`src/verilog/sync_serial_pkg.sv`:
```
package sync_serial_pkg;
    // Register word indices; the byte address is four times the index.
    localparam logic [9:0] IDX_IRQ_FLAGS   = 10'h00c;
    localparam logic [9:0] IDX_RX_STATUS   = 10'h018;
    localparam logic [9:0] IDX_TX_HOLD     = 10'h019;
    localparam logic [9:0] IDX_RX_BUFFER   = 10'h01a;
    localparam logic [9:0] IDX_IRQ_ENABLES = 10'h08c;
    localparam logic [9:0] IDX_TX_STATUS   = 10'h098;
    localparam logic [9:0] IDX_BAUD_DIV    = 10'h099;

    localparam int ADDR_W   = 12;
    localparam int IDX_LSB  = 2;
    localparam int BIT_RECEIVE_IRQ_FLAG = 5;
    localparam int BIT_TRANSMIT_IRQ_FLAG = 4;
    localparam int BIT_SERIAL_PORT_ENABLE = 7;
    localparam int BIT_RX9  = 6;
    localparam int BIT_CONTINUOUS_RECEIVE_ENABLE = 4;
    localparam int BIT_OVERRUN_ERROR_FLAG = 1;
    localparam int BIT_RECEIVED_NINTH_BIT = 0;
    localparam int BIT_CLOCK_SOURCE_SELECT = 7;
    localparam int BIT_TX9  = 6;
    localparam int BIT_TRANSMIT_ENABLE_BIT = 5;
    localparam int BIT_SYNC = 4;
    localparam int BIT_SHIFT_REG_EMPTY = 1;
    localparam int BIT_TRANSMIT_NINTH_BIT = 0;
    localparam int NINTH    = 8;

    localparam logic [7:0] RST_BYTE     = 8'h00;
    localparam logic [7:0] RECEIVE_STATUS_CONTROL_WMASK  = 8'hf8;
    localparam logic [7:0] TRANSMIT_STATUS_CONTROL_WMASK  = 8'hf5;
    localparam logic [3:0] LEN_EIGHT    = 4'h8;
    localparam logic [3:0] LEN_NINE     = 4'h9;
    localparam logic [3:0] CNT_ZERO     = 4'h0;
    localparam logic [3:0] CNT_ONE      = 4'h1;
    localparam logic [1:0] FIFO_DEPTH   = 2'h2;
    localparam logic [1:0] RESP_OKAY    = 2'h0;
    localparam logic [1:0] RESP_SLVERR  = 2'h2;
    localparam logic [31:0] RDATA_ZERO  = 32'h0000_0000;

    typedef enum logic [0:0] {
        TX_IDLE  = 1'h0,
        TX_SHIFT = 1'h1
    } tx_state_t;
endpackage : sync_serial_pkg

```
`src/verilog/pin_sync.sv`:
```
`timescale 1ns/100ps
// Three-stage input synchroniser; the output follows once stages two and three agree.
module pin_sync #(
    parameter int WIDTH = 2
) (
    input  wire logic             aclk,
    input  wire logic             aresetn,
    input  wire logic [WIDTH-1:0] async_in,
    output logic      [WIDTH-1:0] stable_out
);
    logic [WIDTH-1:0] s1_q;
    logic [WIDTH-1:0] s2_q;
    logic [WIDTH-1:0] s3_q;

    always_ff @(posedge aclk) begin
        if (!aresetn) begin
            s1_q       <= '0;
            s2_q       <= '0;
            s3_q       <= '0;
            stable_out <= '0;
        end else begin
            s1_q <= async_in;
            s2_q <= s1_q;
            s3_q <= s2_q;
            for (int i = 0; i < WIDTH; i++) begin
                if (s2_q[i] == s3_q[i]) begin
                    stable_out[i] <= s3_q[i];
                end
            end
        end
    end
endmodule : pin_sync

```
`src/verilog/rx_fifo.sv`:
```
`timescale 1ns/100ps
// Two-word receive buffer holding the data byte and the ninth bit.
module rx_fifo (
    input  wire logic       aclk,
    input  wire logic       aresetn,
    input  wire logic       push,
    input  wire logic [8:0] push_data,
    input  wire logic       pop,
    output logic            full,
    output logic            not_empty,
    output logic      [8:0] head
);
    logic [8:0] mem [2];
    logic       wr_ptr_q;
    logic       rd_ptr_q;
    logic [1:0] count_q;
    logic       do_pop;

    assign do_pop    = pop && not_empty;
    assign full      = (count_q == sync_serial_pkg::FIFO_DEPTH);
    assign not_empty = (count_q != 2'h0);
    assign head      = mem[rd_ptr_q];

    always_ff @(posedge aclk) begin
        if (!aresetn) begin
            mem[0]   <= 9'h000;
            mem[1]   <= 9'h000;
            wr_ptr_q <= 1'b0;
            rd_ptr_q <= 1'b0;
            count_q  <= 2'h0;
        end else begin
            if (push) begin
                mem[wr_ptr_q] <= push_data;
                wr_ptr_q      <= ~wr_ptr_q;
            end
            if (do_pop) begin
                rd_ptr_q <= ~rd_ptr_q;
            end
            if (push && !do_pop) begin
                count_q <= count_q + 2'h1;
            end else if (do_pop && !push) begin
                count_q <= count_q - 2'h1;
            end
        end
    end
endmodule : rx_fifo

```
`src/verilog/sync_serial_slave_port.sv`:
```
`timescale 1ns/100ps
module sync_serial_slave_port (
    input  wire logic        aclk,
    input  wire logic        aresetn,
    input  wire logic [11:0] awaddr,
    input  wire logic        awvalid,
    output logic             awready,
    input  wire logic [31:0] wdata,
    input  wire logic [3:0]  wstrb,
    input  wire logic        wvalid,
    output logic             wready,
    output logic      [1:0]  bresp,
    output logic             bvalid,
    input  wire logic        bready,
    input  wire logic [11:0] araddr,
    input  wire logic        arvalid,
    output logic             arready,
    output logic      [31:0] rdata,
    output logic      [1:0]  rresp,
    output logic             rvalid,
    input  wire logic        rready,
    input  wire logic        serial_clock_pin_i,
    input  wire logic        serial_data_pin_i,
    output logic             serial_data_pin_o,
    output logic             serial_data_pin_oe,
    input  wire logic        core_sleeping,
    input  wire logic        global_irq_enable,
    output logic             wake_request,
    output logic             irq_request
);
    logic [7:0]  receive_status_control_q;
    logic [7:0]  transmit_status_control_q;
    logic [7:0]  pie_q;
    logic [7:0]  baud_q;
    logic [7:0]  hold_q;
    logic        hold_nine_q;
    logic        hold_full_q;
    logic [8:0]  tsr_q;
    logic [3:0]  tx_cnt_q;
    logic [3:0]  tx_len_q;
    sync_serial_pkg::tx_state_t tx_state_q;
    logic [8:0]  rsr_q;
    logic [3:0]  rx_cnt_q;
    logic        overrun_error_flag_q;
    logic        transmit_irq_flag_q;
    logic        ck_prev_q;
    logic [11:0] aw_addr_q;
    logic [7:0]  w_data_q;
    logic        w_lane_q;
    logic [1:0]  pins_sync;
    logic        ck_fall;
    logic        port_on;
    logic        tx_on;
    logic        rx_on;
    logic [3:0]  rx_len;
    logic [8:0]  rx_word;
    logic        rx_done;
    logic        push;
    logic        pop;
    logic        fifo_full;
    logic        receive_irq_flag;
    logic [8:0]  fifo_head;
    logic        do_write;
    logic [9:0]  wr_idx;
    logic        wr_byte;
    logic [9:0]  rd_idx;
    logic [7:0]  rd_val;
    logic        rd_hit;
    logic        load_tsr;

    function automatic logic [9:0] idx_of(input logic [11:0] addr);
        return addr[sync_serial_pkg::ADDR_W-1:sync_serial_pkg::IDX_LSB];
    endfunction : idx_of

    function automatic logic mapped(input logic [9:0] idx);
        return idx inside {sync_serial_pkg::IDX_IRQ_FLAGS, sync_serial_pkg::IDX_RX_STATUS,
                           sync_serial_pkg::IDX_TX_HOLD, sync_serial_pkg::IDX_RX_BUFFER,
                           sync_serial_pkg::IDX_IRQ_ENABLES, sync_serial_pkg::IDX_TX_STATUS,
                           sync_serial_pkg::IDX_BAUD_DIV};
    endfunction : mapped

    pin_sync #(
        .WIDTH(2)
    ) u_pin_sync (
        .aclk      (aclk),
        .aresetn   (aresetn),
        .async_in  ({serial_clock_pin_i, serial_data_pin_i}),
        .stable_out(pins_sync)
    );

    // Shift clock edges are found by the core clock; the slave never drives the clock.
    assign ck_fall = ck_prev_q && !pins_sync[1];

    always_ff @(posedge aclk) begin
        if (!aresetn) begin
            ck_prev_q <= 1'b0;
        end else begin
            ck_prev_q <= pins_sync[1];
        end
    end

    // Slave mode needs sync and port enable with clock select clear.
    assign port_on = receive_status_control_q[sync_serial_pkg::BIT_SERIAL_PORT_ENABLE] && transmit_status_control_q[sync_serial_pkg::BIT_SYNC]
                     && !transmit_status_control_q[sync_serial_pkg::BIT_CLOCK_SOURCE_SELECT];
    assign tx_on   = port_on && transmit_status_control_q[sync_serial_pkg::BIT_TRANSMIT_ENABLE_BIT];
    // Single receive is not looked at; core sleep does not stop reception.
    assign rx_on   = port_on && receive_status_control_q[sync_serial_pkg::BIT_CONTINUOUS_RECEIVE_ENABLE] && !overrun_error_flag_q;
    assign rx_len  = receive_status_control_q[sync_serial_pkg::BIT_RX9] ? sync_serial_pkg::LEN_NINE : sync_serial_pkg::LEN_EIGHT;

    always_comb begin
        rx_word           = rsr_q;
        rx_word[rx_cnt_q] = pins_sync[0];
    end

    assign rx_done = rx_on && ck_fall && (rx_cnt_q == rx_len - sync_serial_pkg::CNT_ONE);
    assign push    = rx_done && (!fifo_full || pop);

    // Receive shifting: one bit per falling shift clock edge.
    always_ff @(posedge aclk) begin
        if (!aresetn) begin
            rsr_q    <= 9'h000;
            rx_cnt_q <= sync_serial_pkg::CNT_ZERO;
        end else if (!rx_on) begin
            rx_cnt_q <= sync_serial_pkg::CNT_ZERO;
        end else if (ck_fall) begin
            rsr_q[rx_cnt_q] <= pins_sync[0];
            rx_cnt_q        <= rx_done ? sync_serial_pkg::CNT_ZERO : rx_cnt_q + sync_serial_pkg::CNT_ONE;
        end
    end

    // Overrun loses the word and holds off reception until continuous receive drops.
    always_ff @(posedge aclk) begin
        if (!aresetn) begin
            overrun_error_flag_q <= 1'b0;
        end else if (rx_done && !push) begin
            overrun_error_flag_q <= 1'b1;
        end else if (!receive_status_control_q[sync_serial_pkg::BIT_CONTINUOUS_RECEIVE_ENABLE]) begin
            overrun_error_flag_q <= 1'b0;
        end
    end

    rx_fifo u_rx_fifo (
        .aclk     (aclk),
        .aresetn  (aresetn),
        .push     (push),
        .push_data({receive_status_control_q[sync_serial_pkg::BIT_RX9] && rx_word[sync_serial_pkg::NINTH], rx_word[7:0]}),
        .pop      (pop),
        .full     (fifo_full),
        .not_empty(receive_irq_flag),
        .head     (fifo_head)
    );

    // Transmit: holding register to shift register, one bit per falling edge.
    assign load_tsr = tx_on && hold_full_q && (tx_state_q == sync_serial_pkg::TX_IDLE);

    always_ff @(posedge aclk) begin
        if (!aresetn) begin
            tx_state_q <= sync_serial_pkg::TX_IDLE;
            tsr_q      <= 9'h000;
            tx_cnt_q   <= sync_serial_pkg::CNT_ZERO;
            tx_len_q   <= sync_serial_pkg::LEN_EIGHT;
        end else if (!tx_on) begin
            tx_state_q <= sync_serial_pkg::TX_IDLE;
        end else begin
            unique case (tx_state_q)
                sync_serial_pkg::TX_IDLE: begin
                    if (hold_full_q) begin
                        tsr_q      <= {hold_nine_q, hold_q};
                        tx_cnt_q   <= sync_serial_pkg::CNT_ZERO;
                        tx_len_q   <= transmit_status_control_q[sync_serial_pkg::BIT_TX9] ? sync_serial_pkg::LEN_NINE
                                                                         : sync_serial_pkg::LEN_EIGHT;
                        tx_state_q <= sync_serial_pkg::TX_SHIFT;
                    end
                end
                sync_serial_pkg::TX_SHIFT: begin
                    if (ck_fall) begin
                        tsr_q    <= tsr_q >> 1;
                        tx_cnt_q <= tx_cnt_q + sync_serial_pkg::CNT_ONE;
                        if (tx_cnt_q == tx_len_q - sync_serial_pkg::CNT_ONE) begin
                            tx_state_q <= sync_serial_pkg::TX_IDLE;
                        end
                    end
                end
            endcase
        end
    end

    // A new write wins over the transfer out of the holding register.
    always_ff @(posedge aclk) begin
        if (!aresetn) begin
            hold_q      <= sync_serial_pkg::RST_BYTE;
            hold_nine_q <= 1'b0;
            hold_full_q <= 1'b0;
        end else if (wr_byte && wr_idx == sync_serial_pkg::IDX_TX_HOLD) begin
            hold_q      <= w_data_q;
            hold_nine_q <= transmit_status_control_q[sync_serial_pkg::BIT_TRANSMIT_NINTH_BIT];
            hold_full_q <= 1'b1;
        end else if (load_tsr) begin
            hold_full_q <= 1'b0;
        end
    end

    // Transmit flag, pins and core requests, all registered.
    always_ff @(posedge aclk) begin
        if (!aresetn) begin
            transmit_irq_flag_q             <= 1'b0;
            serial_data_pin_o  <= 1'b0;
            serial_data_pin_oe <= 1'b0;
            wake_request       <= 1'b0;
            irq_request        <= 1'b0;
        end else begin
            transmit_irq_flag_q             <= tx_on && !hold_full_q;
            serial_data_pin_o  <= tsr_q[0];
            serial_data_pin_oe <= tx_on && tx_state_q == sync_serial_pkg::TX_SHIFT;
            wake_request       <= core_sleeping && ((transmit_irq_flag_q && pie_q[sync_serial_pkg::BIT_TRANSMIT_IRQ_FLAG])
                                  || (receive_irq_flag && pie_q[sync_serial_pkg::BIT_RECEIVE_IRQ_FLAG]));
            irq_request        <= global_irq_enable && ((transmit_irq_flag_q && pie_q[sync_serial_pkg::BIT_TRANSMIT_IRQ_FLAG])
                                  || (receive_irq_flag && pie_q[sync_serial_pkg::BIT_RECEIVE_IRQ_FLAG]));
        end
    end

    // Bus write side: address and data taken in either order, answered together.
    assign do_write = !awready && !wready && !bvalid;
    assign wr_idx   = idx_of(aw_addr_q);
    assign wr_byte  = do_write && w_lane_q;

    always_ff @(posedge aclk) begin
        if (!aresetn) begin
            awready   <= 1'b1;
            wready    <= 1'b1;
            bvalid    <= 1'b0;
            bresp     <= sync_serial_pkg::RESP_OKAY;
            aw_addr_q <= 12'h000;
            w_data_q  <= sync_serial_pkg::RST_BYTE;
            w_lane_q  <= 1'b0;
        end else begin
            if (awvalid && awready) begin
                aw_addr_q <= awaddr;
                awready   <= 1'b0;
            end
            if (wvalid && wready) begin
                w_data_q <= wdata[7:0];
                w_lane_q <= wstrb[0];
                wready   <= 1'b0;
            end
            if (do_write) begin
                bvalid <= 1'b1;
                bresp  <= mapped(wr_idx) ? sync_serial_pkg::RESP_OKAY : sync_serial_pkg::RESP_SLVERR;
            end
            if (bvalid && bready) begin
                bvalid  <= 1'b0;
                awready <= 1'b1;
                wready  <= 1'b1;
            end
        end
    end

    always_ff @(posedge aclk) begin
        if (!aresetn) begin
            receive_status_control_q <= sync_serial_pkg::RST_BYTE;
            transmit_status_control_q <= sync_serial_pkg::RST_BYTE;
            pie_q   <= sync_serial_pkg::RST_BYTE;
            baud_q  <= sync_serial_pkg::RST_BYTE;
        end else if (wr_byte) begin
            unique case (wr_idx)
                sync_serial_pkg::IDX_RX_STATUS:   receive_status_control_q <= w_data_q & sync_serial_pkg::RECEIVE_STATUS_CONTROL_WMASK;
                sync_serial_pkg::IDX_TX_STATUS:   transmit_status_control_q <= w_data_q & sync_serial_pkg::TRANSMIT_STATUS_CONTROL_WMASK;
                sync_serial_pkg::IDX_IRQ_ENABLES: pie_q   <= w_data_q;
                sync_serial_pkg::IDX_BAUD_DIV:    baud_q  <= w_data_q;
                default: ;
            endcase
        end
    end

    // Bus read side: reading the receive buffer pops it.
    assign rd_idx = idx_of(araddr);
    assign rd_hit = arvalid && arready;
    assign pop    = rd_hit && rd_idx == sync_serial_pkg::IDX_RX_BUFFER;

    always_comb begin
        rd_val = sync_serial_pkg::RST_BYTE;
        unique case (rd_idx)
            sync_serial_pkg::IDX_IRQ_FLAGS: begin
                rd_val[sync_serial_pkg::BIT_RECEIVE_IRQ_FLAG] = receive_irq_flag;
                rd_val[sync_serial_pkg::BIT_TRANSMIT_IRQ_FLAG] = transmit_irq_flag_q;
            end
            sync_serial_pkg::IDX_RX_STATUS: begin
                rd_val                            = receive_status_control_q;
                rd_val[sync_serial_pkg::BIT_OVERRUN_ERROR_FLAG] = overrun_error_flag_q;
                rd_val[sync_serial_pkg::BIT_RECEIVED_NINTH_BIT] = fifo_head[sync_serial_pkg::NINTH];
            end
            sync_serial_pkg::IDX_RX_BUFFER:   rd_val = fifo_head[7:0];
            sync_serial_pkg::IDX_IRQ_ENABLES: rd_val = pie_q;
            sync_serial_pkg::IDX_TX_STATUS: begin
                rd_val                            = transmit_status_control_q;
                rd_val[sync_serial_pkg::BIT_SHIFT_REG_EMPTY] = tx_state_q == sync_serial_pkg::TX_IDLE;
            end
            sync_serial_pkg::IDX_BAUD_DIV:    rd_val = baud_q;
            default: ;
        endcase
    end

    always_ff @(posedge aclk) begin
        if (!aresetn) begin
            arready <= 1'b1;
            rvalid  <= 1'b0;
            rdata   <= sync_serial_pkg::RDATA_ZERO;
            rresp   <= sync_serial_pkg::RESP_OKAY;
        end else if (rd_hit) begin
            arready <= 1'b0;
            rvalid  <= 1'b1;
            rdata   <= {24'h000000, rd_val};
            rresp   <= mapped(rd_idx) ? sync_serial_pkg::RESP_OKAY : sync_serial_pkg::RESP_SLVERR;
        end else if (rvalid && rready) begin
            rvalid  <= 1'b0;
            arready <= 1'b1;
        end
    end
endmodule : sync_serial_slave_port

```
`config.mk`:
```
export PLATFORM = sky130hd
export DESIGN_NAME = sync_serial_slave_port
export DESIGN_NICKNAME = d
export VERILOG_FILES = /design/src/verilog/sync_serial_pkg.sv /design/src/verilog/pin_sync.sv /design/src/verilog/rx_fifo.sv /design/src/verilog/sync_serial_slave_port.sv
export SDC_FILE = /design/constraint.sdc
export NUM_CORES = 1
export LEC_CHECK = 0
export BUFFER_PORTS_ARGS = -buffer_cell sky130_fd_sc_hd__buf_2
export CELL_PAD_IN_SITES_DETAIL_PLACEMENT = 1
export CELL_PAD_IN_SITES_GLOBAL_PLACEMENT = 1
export CORE_MARGIN = 10
export CORE_UTILIZATION = 45
export CTS_CLUSTER_DIAMETER = 100
export CTS_CLUSTER_SIZE = 12
export DETAILED_ROUTE_END_ITERATION = 6
export GPL_TIMING_DRIVEN = 0
export MAX_ROUTING_LAYER = met4
export PLACE_DENSITY_LB_ADDON = 0.1
export SETUP_SLACK_MARGIN = 0.15
export SKIP_CTS_REPAIR_TIMING = 1
export SLEW_MARGIN = 5
export SYNTH_ARGS = -nofsm -noshare
export SYNTH_HDL_FRONTEND = slang
export SYNTH_SLANG_ARGS = --single-unit
```
`constraint.sdc`:
```
create_clock -name aclk -period 4.8 [get_ports aclk]
set_clock_uncertainty 0.2 [all_clocks]
set_input_delay 0.72 -clock aclk [delete_from_list [all_inputs] [get_ports aclk]]
set_output_delay 0.72 -clock aclk [all_outputs]
set_load 0.01 [all_outputs]
```
==> results of run 1 <==
==> stage by stage <==
step	total power [mW]	utilization [%]	hold WS, ns	std cells
detailed placement	1.39	50.8	0.226	924
floorplan	1.32	-	0.212	691
finish	2.67	55.2	0.239	956
CTS	2.68	55.2	0.247	956
global placement	1.39	50.8	0.223	924
global route	2.75	55.2	0.275	956
==> final cells by class <==
type	count	area (µm²)	share of cell area, %
clock buffers	20	457	6.23
flip-flops and latches	137	2920	39.8
plain buffers	61	338	4.61
clock inverters	12	124	1.69
repair buffers	57	285	3.89
multi-input cells	480	2940	40.1
well taps	176	220	3.00
inverters	13	48.8	0.665
==> cell usage in the layout, fill, tap and decap left out, drive strengths merged, types with 2 or more instances in the layout <==
| master | instances |
|---|---|
| clkinv | 8 |
| nor2 | 55 |
| nor2b | 4 |
| mux2 | 5 |
| nor4b | 3 |
| nand2 | 92 |
| ha | 6 |
| dfxtp | 119 |
| o2bb2ai | 5 |
| nor3 | 9 |
| o21ai | 32 |
| clkbuf | 45 |
| conb | 26 |
| bufinv | 2 |
| mux2i | 53 |
| nor4 | 9 |
| buf | 93 |
| o211ai | 3 |
| or3 | 3 |
| nand4bb | 3 |
| nor3b | 2 |
| edfxtp | 18 |
| nand4 | 2 |
| a31oi | 12 |
| xor2 | 3 |
| o2111ai | 3 |
| or2 | 2 |
| a22o | 3 |
| nand3 | 22 |
| and3 | 3 |
| inv | 14 |
| and4 | 2 |
| nand3b | 7 |
| and2 | 14 |
| a21oi | 50 |
| a211oi | 18 |
| xnor2 | 5 |
| nand2b | 11 |
==> worst register-to-register path: cells and delay by family, from the launching register on <==
family,cells,cell delay (ns)
compound gates,3,1.47
buf+inv,1,0.33
flops,1,0.30
simple gates,1,0.21
==> path summary, 6_finish.rpt <==
kind | to | cells after the start
worst max register to register | u_rx_fifo.mem[1][5] | 5
worst max-delay path | u_rx_fifo.mem[1][5] | 6
worst min register to register | u_pin_sync.s2_q[0] | 1
worst min-delay path | u_pin_sync.s2_q[0] | 1
==> kinds of logic after synthesis <==
| logic type | Yosys count | synth area share [%] |
|---|---|---|
| AOI/OAI and AO/OA | 136 | 14.2 |
| xor gates and xnor gates | 8 | 1.14 |
| adders and majority gates | 6 | 1.22 |
| buffers and inverters | 74 | 6.28 |
| DFF | 137 | 47.5 |
| muxes | 58 | 9.53 |
| other | 1 | 0.0609 |
| and+or+nand+nor | 246 | 20.1 |
==> cells in the mapped netlist (3+ instances only) <==
cell,number,area share [%]
nor2_1,55,3.4
nor4_1,6,0.61
buf_4,26,3.2
nor3_1,7,0.57
a22o_1,3,0.43
xnor2_1,5,0.71
buf_2,8,0.65
inv_1,12,0.73
o2bb2ai_1,5,0.71
a21oi_1,50,4.1
o21ai_0,32,2.6
a211oi_1,18,2.2
and2_1,13,1.3
nand4bb_1,3,0.55
mux2_2,5,0.91
mux2i_1,53,8.6
nand3b_1,7,0.85
a31oi_1,12,1.2
and3_1,3,0.30
clkbuf_1,24,1.5
nand2b_1,11,1.1
nand3_1,22,1.8
xor2_1,3,0.43
nand2_1,91,5.5
nor2b_1,4,0.41
dfxtp_1,119,39
edfxtp_1,18,8.8
ha_1,6,1.2
==> power by group <==
group | total (mW) | internal, mW | switching (mW)
logic | 0.163 | 0.0591 | 0.104
clock network | 1.29 | 0.788 | 0.506
registers | 1.21 | 1.19 | 0.0202
==> state kept, by name (all words and copies together) (netlist names), 4 cells and up, named ones only <==
name / flops
aw_addr_q: 10
u_rx_fifo.mem: 18
transmit_status_control_q: 6
rx_cnt_q: 4
w_data_q: 8
receive_status_control_q: 5
pie_q: 8
tx_cnt_q: 4
tsr_q: 9
hold_q: 8
baud_q: 8
rdata: 8
rsr_q: 9
==> metal layers <==
metal	up-vias	track usage, %	wire length [µm]
met5	-	-	0
met2	128	32.3	8590
met3	32	5.21	1010
met1	2510	25.4	8300
li1	2498	-	-
met4	0	7.79	387
==> flow_metrics.tcl, run 1 <==
set metrics [dict create \
    initial_core_util_pct 46.3 \
    clockRootBuffer "clkbuf_16" \
    layout-area-overhead-vs-synth_pct 19.2 \
    ant_nets 0 \
    cp-end-kind "register" \
    crit_family "compound AO/OA/AOI/OAI gates" \
    avgSynthCellArea_um2 9.24 \
    finalHoldViolCount 0 \
    yosys_warnings 0 \
    period_needed_ns 3.08 \
    finalCritPeriodShare_pct 64.2 \
    wl_per_cell_um 19.1 \
    async_flop_share_pct 0 \
    synthDistinctLibCells 63 \
    core_area_mm2 0.0133 \
    die-area_mm2 0.0188 \
    vdd_drop_max_v 0.000255 \
    worst-path-max-fanout 9 \
    gp_congestion 0.895 \
    fin_nets 844 \
    dieWidth_um 137 \
    cp_slowest_cell "o21ai_1" \
    place_worst_setup_slack_ns 0.886 \
    wl_um 18300 \
    grt_pass1_vias 5435 \
    ys_seq_elements 137 \
    clock_sinks 137 \
    tns_ns 0 \
    cts_tree "yes" \
    start_kind "input pin" \
    slew_viol_final 0 \
    power.density_mw_per_mm2 364 \
    drcViolationCount 0 \
    hp-class "register to register" \
    gr-total-overflow 0 \
    clk_pin_slew_ns 0.05 \
    grt_pass1_wl_um 29300 \
    power.static_leakage_nw 2.69 \
    htree_levels 4 \
    setup_violations 0 \
    min_from "u_pin_sync.s1_q[0]" \
    maxSlewHeadroom_pct 17.8 \
    crit_top_cell "buf_2" \
    outcome "finished, final reports clean" \
    drv_cap 0 \
    antenna_found_initial 0 \
    max_stage_delay_ns 0.75 \
    fmax_mhz 325 \
    grt_max_degree 17 \
    synth-seq-area-share_pct 47.5 \
    vias 5168 \
    clk_path_buf_depth 2 \
    synth_area_mm2 0.00615 \
    post-dp-hpwl_um 13500 \
    arrival_ns 2.93 \
    crit_buf_inv 2 \
    synth_cells 666 \
    port_buffers 57 \
    synth_ff_type "dfxtp_1" \
    grt_usage_pct 20.7 \
    rows 42 \
    regToRegStartpoint "rx_cnt_q[2]" \
    layout-drive-gt1-share_pct 18.3 \
    antenna_cells 0 \
    regToRegSetupSlack_ns 1.92 \
    tightest_slew_ns 1.22 \
    clk_latency_ns 0.43 \
    worstSetupPathType "input pin to register" \
    fillCellCount 1566 \
    rsz0062_at_grt "false" \
    io_pins 116 \
    synth_edf_count 18 \
    crit_chain "buf_2 > or4b_1 > buf_2 > nor4_4 > o211ai_2 > o21ai_1" \
    die_h_um 137 \
    postLayoutSetupSlackWorst_ns 1.72 \
    drtIter0Drc 331 \
    via_per_inst 5.41 \
    place_area_mm2 0.00675 \
    dr.pass1.iters 4 \
    design_area_mm2 0.00733 \
    required_ns 4.65 \
    cts_buffers 17 \
    startpoint "araddr[7]" \
]
Power figures use the tool's default switching activity.
==> inputs of run 2 (changes only) <==
- CORE_UTILIZATION: 45 -> 38
- clock period: 4.8 -> 2.5 ns (I/O delays scaled with it)
==> flow_metrics.tcl, run 2 (same netlist as run 1, synthesis figures left out) <==
set metrics [dict create \
    via_per_inst 5.16 \
    antenna_cells 0 \
    crit_buf_inv 2 \
    gr-total-overflow 0 \
    layout-drive-gt1-share_pct 20.8 \
    die-area_mm2 0.0217 \
    grt_usage_pct 18.1 \
    max_stage_delay_ns 0.38 \
    htree_levels 4 \
    setup_violations 0 \
    holdPathEnd "aw_addr_q[4]" \
    wl_per_cell_um 19.1 \
    regMostFlops "u_rx_fifo.mem" \
    worst_r2r_path_depth 9 \
    drv_cap 0 \
    outcome "finished with violations" \
    cp_slowest_cell "or3_1" \
    vias 5205 \
    seq_power_share_pct 47.0 \
    violations "negative hold slack" \
    min_from "awaddr[4]" \
    postLayoutSetupSlackWorst_ns 0.116 \
    slew_viol_final 0 \
    regToRegSetupSlack_ns 0.12 \
    wl_um 19300 \
    dr.pass1.iters 4 \
    combinationalPowerShare_pct 6.8 \
    startpoint "transmit_status_control_q[7]" \
    finalCritPeriodShare_pct 95.3 \
    arrival_ns 2.54 \
    grt_pass1_vias 5542 \
    utilization_pct 48.1 \
    maxSlewHeadroom_pct 22.4 \
    finalHoldViolCount 3 \
    die_h_um 147 \
    largest_reg_flops 18 \
    regToRegStartpoint "transmit_status_control_q[7]" \
    cts_tree "yes" \
    io_pins 116 \
    grt_max_degree 17 \
    antenna_found_initial 0 \
    worstSetupPathType "register to register" \
    clockRootBuffer "clkbuf_16" \
    tightest_slew_ns 1.15 \
    crit_family "simple AND/OR/NAND/NOR gates" \
    clk_path_buf_depth 2 \
    hp-class "input pin to register" \
    fin_nets 859 \
    dieWidth_um 147 \
    port_buffers 57 \
    rsz0062_at_grt "true" \
    internal_power_mw 3.74 \
    period_needed_ns 2.38 \
    vdd_drop_max_v 0.000404 \
    grt_pass1_wl_um 30300 \
    power.density_mw_per_mm2 647 \
    clk_latency_ns 0.43 \
    final_common_cell "dfxtp_1" \
    start_kind "register" \
    initial_core_util_pct 38.7 \
    cts_buffers 17 \
    clk_pin_slew_ns 0.07 \
    clock_sinks 137 \
    cp-end-kind "register" \
    switching_share_pct 24.3 \
    place_worst_setup_slack_ns -0.376 \
    layout-area-overhead-vs-synth_pct 24.1 \
    worst_r2r_endpoint "u_rx_fifo.count_q[1]" \
    drtIter0Drc 253 \
    worst-path-max-fanout 10 \
    clockPowerShare_pct 46.2 \
    crit_chain "nand3b_1 > nor3_4 > buf_6 > o211ai_4 > inv_1 > ha_4 > xor2_1 > or3_1 > a21oi_1" \
    drcViolationCount 0 \
    final_cell_mix "dfxtp_1, nand2_1, buf_2, nor2_1, mux2i_1" \
    switchingPower_mw 1.20 \
    ant_nets 0 \
    holdPathStages 3 \
    rows 46 \
    top_regs "u_rx_fifo.mem x18, aw_addr_q x10" \
    fmax_mhz 420 \
    gp_congestion 0.837 \
    power.static_leakage_nw 2.80 \
    required_ns 2.65 \
    whs_ns -0.00223 \
    core_area_mm2 0.0159 \
    post-dp-hpwl_um 14000 \
]
==> run 2: changes by cell type in the layout (fill, tap and decap cells not counted), sizes merged <==
cell         change
dlygate4sd3      +7
buf              +7
inv              +1
clkinv           -4
clkinvlp         +1
clkbuf           +3
bufinv           -2
==> run 2: through the flow <==
step	TNS, ns	total power, mW	hold slack (ns)	cells	instance area [µm²]
6_report	0	4.94	-0.00223	1009	7640
5_1_grt	-0.0132	5.12	0.000173	1009	7640
4_1_cts	-4.68	4.95	-0.0632	994	7360
3_5_place_dp	-8.38	2.68	0.228	964	6840
3_3_place_gp	-6.40	2.67	0.224	964	6840
2_1_floorplan	-0.0582	2.55	0.212	691	6280
==> run 2: worst max path at each step <==
| stage | to | slack [ns] | cells past startpoint |
|---|---|---|---|
| floorplan | u_rx_fifo.count_q[1] | -0.06 | 9 |
| global placement | u_rx_fifo.count_q[1] | -0.31 | 10 |
| detailed placement | u_rx_fifo.count_q[1] | -0.38 | 10 |
| CTS | u_rx_fifo.count_q[1] | -0.25 | 9 |
| global route | u_rx_fifo.count_q[1] | -0.01 | 9 |
| finish | u_rx_fifo.count_q[1] | 0.12 | 9 |
==> run 2: metal layers <==
layer  up-vias  track usage [%]  routed length, µm
li1       2525                -                  -
met1      2529             22.3               8780
met2       127             29.0               9240
met3        24             4.33                891
met4         0             4.91                341
met5         -                -                  0
==> run 2: power by group through the flow <==
stage                     logic, mW  clock network, mW  registers, mW
after floorplan               0.184                  0           2.36
after global placement        0.306                  0           2.36
after detailed placement      0.313                  0           2.37
after CTS                     0.316               2.31           2.32
after global routing          0.375               2.41           2.33
final                         0.338               2.28           2.32
==> run 2: final cells by class <==
type	count	area [µm²]
Clock buffer	22	474
Buffer	61	357
Multi-Input combinational cell	480	3060
Tap cell	216	270
Clock inverter	8	47.5
Sequential cell	137	2930
Timing Repair Buffer	72	453
Inverter	13	48.8
Fill cell	1889	8250
==> run 2: worst register-to-register path: cells and delay by family, from the launching register on <==
| family | cells | cell delay (ns) |
|---|---|---|
| AO/OA/AOI/OAI | 2 | 0.30 |
| flip-flops | 1 | 0.33 |
| buffers and inverters | 2 | 0.35 |
| XOR/XNOR | 1 | 0.06 |
| AND/OR/NAND/NOR | 3 | 0.95 |
| adder cells (fa/ha/maj) | 1 | 0.13 |
==> inputs of run 3 (changes only) <==
- BUFFER_PORTS_ARGS: -buffer_cell sky130_fd_sc_hd__buf_2 -> default
- CORE_UTILIZATION: 38 -> 43
- DONT_BUFFER_PORTS: default -> 1
==> flow_metrics.tcl, run 3 (same netlist as run 1, synthesis figures left out) <==
set metrics [dict create \
    outcome "finished, final reports clean" \
    gr-total-overflow 0 \
    power.density_mw_per_mm2 655 \
    setup_violations 0 \
    core_area_mm2 0.0139 \
    antenna_cells 0 \
    period_needed_ns 2.32 \
    min_from "arvalid" \
    grt_pass1_wl_um 28500 \
    drv_cap 0 \
    fmax_mhz 432 \
    regToRegSetupSlack_ns 0.18 \
    finalHoldViolCount 0 \
    regToRegStartpoint "u_pin_sync.stable_out[1]" \
    regMostFlops "u_rx_fifo.mem" \
    clockRootBuffer "clkbuf_16" \
    grt_max_degree 17 \
    wl_um 18700 \
    htree_levels 4 \
    vias 5158 \
    worst_r2r_endpoint "u_rx_fifo.count_q[1]" \
    dr.pass1.iters 4 \
    cts_buffers 17 \
    layout-area-overhead-vs-synth_pct 20.8 \
    fin_cells 936 \
    antenna_found_initial 0 \
    required_ns 2.64 \
    via_per_inst 5.51 \
    tightest_slew_ns 1.16 \
    worst-path-max-fanout 10 \
    die_h_um 140 \
    slew_viol_final 0 \
    initial_core_util_pct 44.2 \
    largest_reg_flops 18 \
    wl_per_cell_um 20.0 \
    layout-drive-gt1-share_pct 13.6 \
    utilization_pct 53.4 \
    rows 43 \
    worst_r2r_path_depth 9 \
    grt_usage_pct 18.8 \
    cp-end-kind "register" \
    fin_nets 822 \
    worstSetupPathType "register to register" \
    rsz0062_at_grt "true" \
    holdPathEnd "rvalid" \
    port_buffers 0 \
    grt_pass1_vias 5296 \
    post-dp-hpwl_um 13400 \
    power.static_leakage_nw 2.62 \
    drcViolationCount 0 \
    gp_congestion 0.869 \
    vdd_drop_max_v 0.000548 \
    holdPathStages 2 \
    arrival_ns 2.45 \
    start_kind "register" \
    ant_nets 0 \
    dieWidth_um 140 \
    clk_latency_ns 0.43 \
    cts_tree "yes" \
    maxSlewHeadroom_pct 21.4 \
    finalCritPeriodShare_pct 92.7 \
    die-area_mm2 0.0195 \
    io_pins 116 \
    clock_sinks 137 \
    final_common_cell "dfxtp_1" \
    clk_pin_slew_ns 0.06 \
    clk_path_buf_depth 2 \
    hp-class "input pin to register" \
    dp.cells 871 \
    drtIter0Drc 237 \
    final_cell_mix "dfxtp_1, nand2_1, nor2_1, mux2i_1, a21oi_1" \
    top_regs "u_rx_fifo.mem x18, aw_addr_q x10" \
]
-- run 3: cell count changes in the layout (fill, tap and decap cells not counted), moves of 3 or more --
cell / change
buf_2: -57
buf_12: -3
clkbuf_1: +5
buf_4: +4
dlygate4sd3_1: +20
-- run 3: critical path, cell delays in order (launching register included) --
cell and delay, ns:
dfxtp_1 0.35, nand2b_2 0.26, nor3_4 0.27, buf_6 0.21
o211ai_4 0.13, inv_2 0.10, ha_4 0.12, xor2_1 0.06
or3_1 0.37, a21oi_1 0.15
-- run 3: power breakdown --
part           switching, mW  internal [mW]
registers             0.0517           2.28
clock network          0.912           1.33
logic                  0.176          0.114
total                   1.14           3.73
-- run 3: layer usage --
layer / up-vias / GRT usage (%) / routed length [µm]
met3: 32 / 7.25 / 1360
met2: 140 / 28.3 / 8720
met4: 0 / 6.58 / 312
met1: 2530 / 22.5 / 8320
li1: 2456 / - / -
met5: - / - / 0
-- run 3: cell type report --
class                           instances  area, µm²
Clock inverter                          3       16.3
Tap cell                              180        225
Timing Repair Buffer                   35        330
Clock buffer                           27        493
Fill cell                            1576       6500
Buffer                                 61        357
Multi-Input combinational cell        480       3040
Inverter                               13       48.8
Sequential cell                       137       2930
-- run 3: worst max-delay path by stage --
stage,to,startpoint,cells past startpoint
CTS,u_rx_fifo.count_q[1],rx_cnt_q[2],9
floorplan,u_rx_fifo.count_q[1],araddr[7],9
global placement,u_rx_fifo.count_q[1],araddr[7],9
finish,u_rx_fifo.count_q[1],u_pin_sync.stable_out[1],9
global route,u_rx_fifo.count_q[1],rx_cnt_q[2],9
detailed placement,u_rx_fifo.count_q[1],araddr[7],9
-- run 3: stage by stage --
stage	hold slack [ns]	worst slack, ns	TNS [ns]	total power, mW	instance area [µm²]
after global placement	0.224	-0.170	-2.90	2.62	6510
final	0.0101	0.183	0	4.87	7440
after global routing	0.00931	0.0670	0	5.03	7440
after CTS	-0.156	-0.225	-3.04	4.84	7020
after floorplan	0.212	-0.0582	-0.0582	2.55	6280
after detailed placement	0.229	-0.290	-5.09	2.62	6510
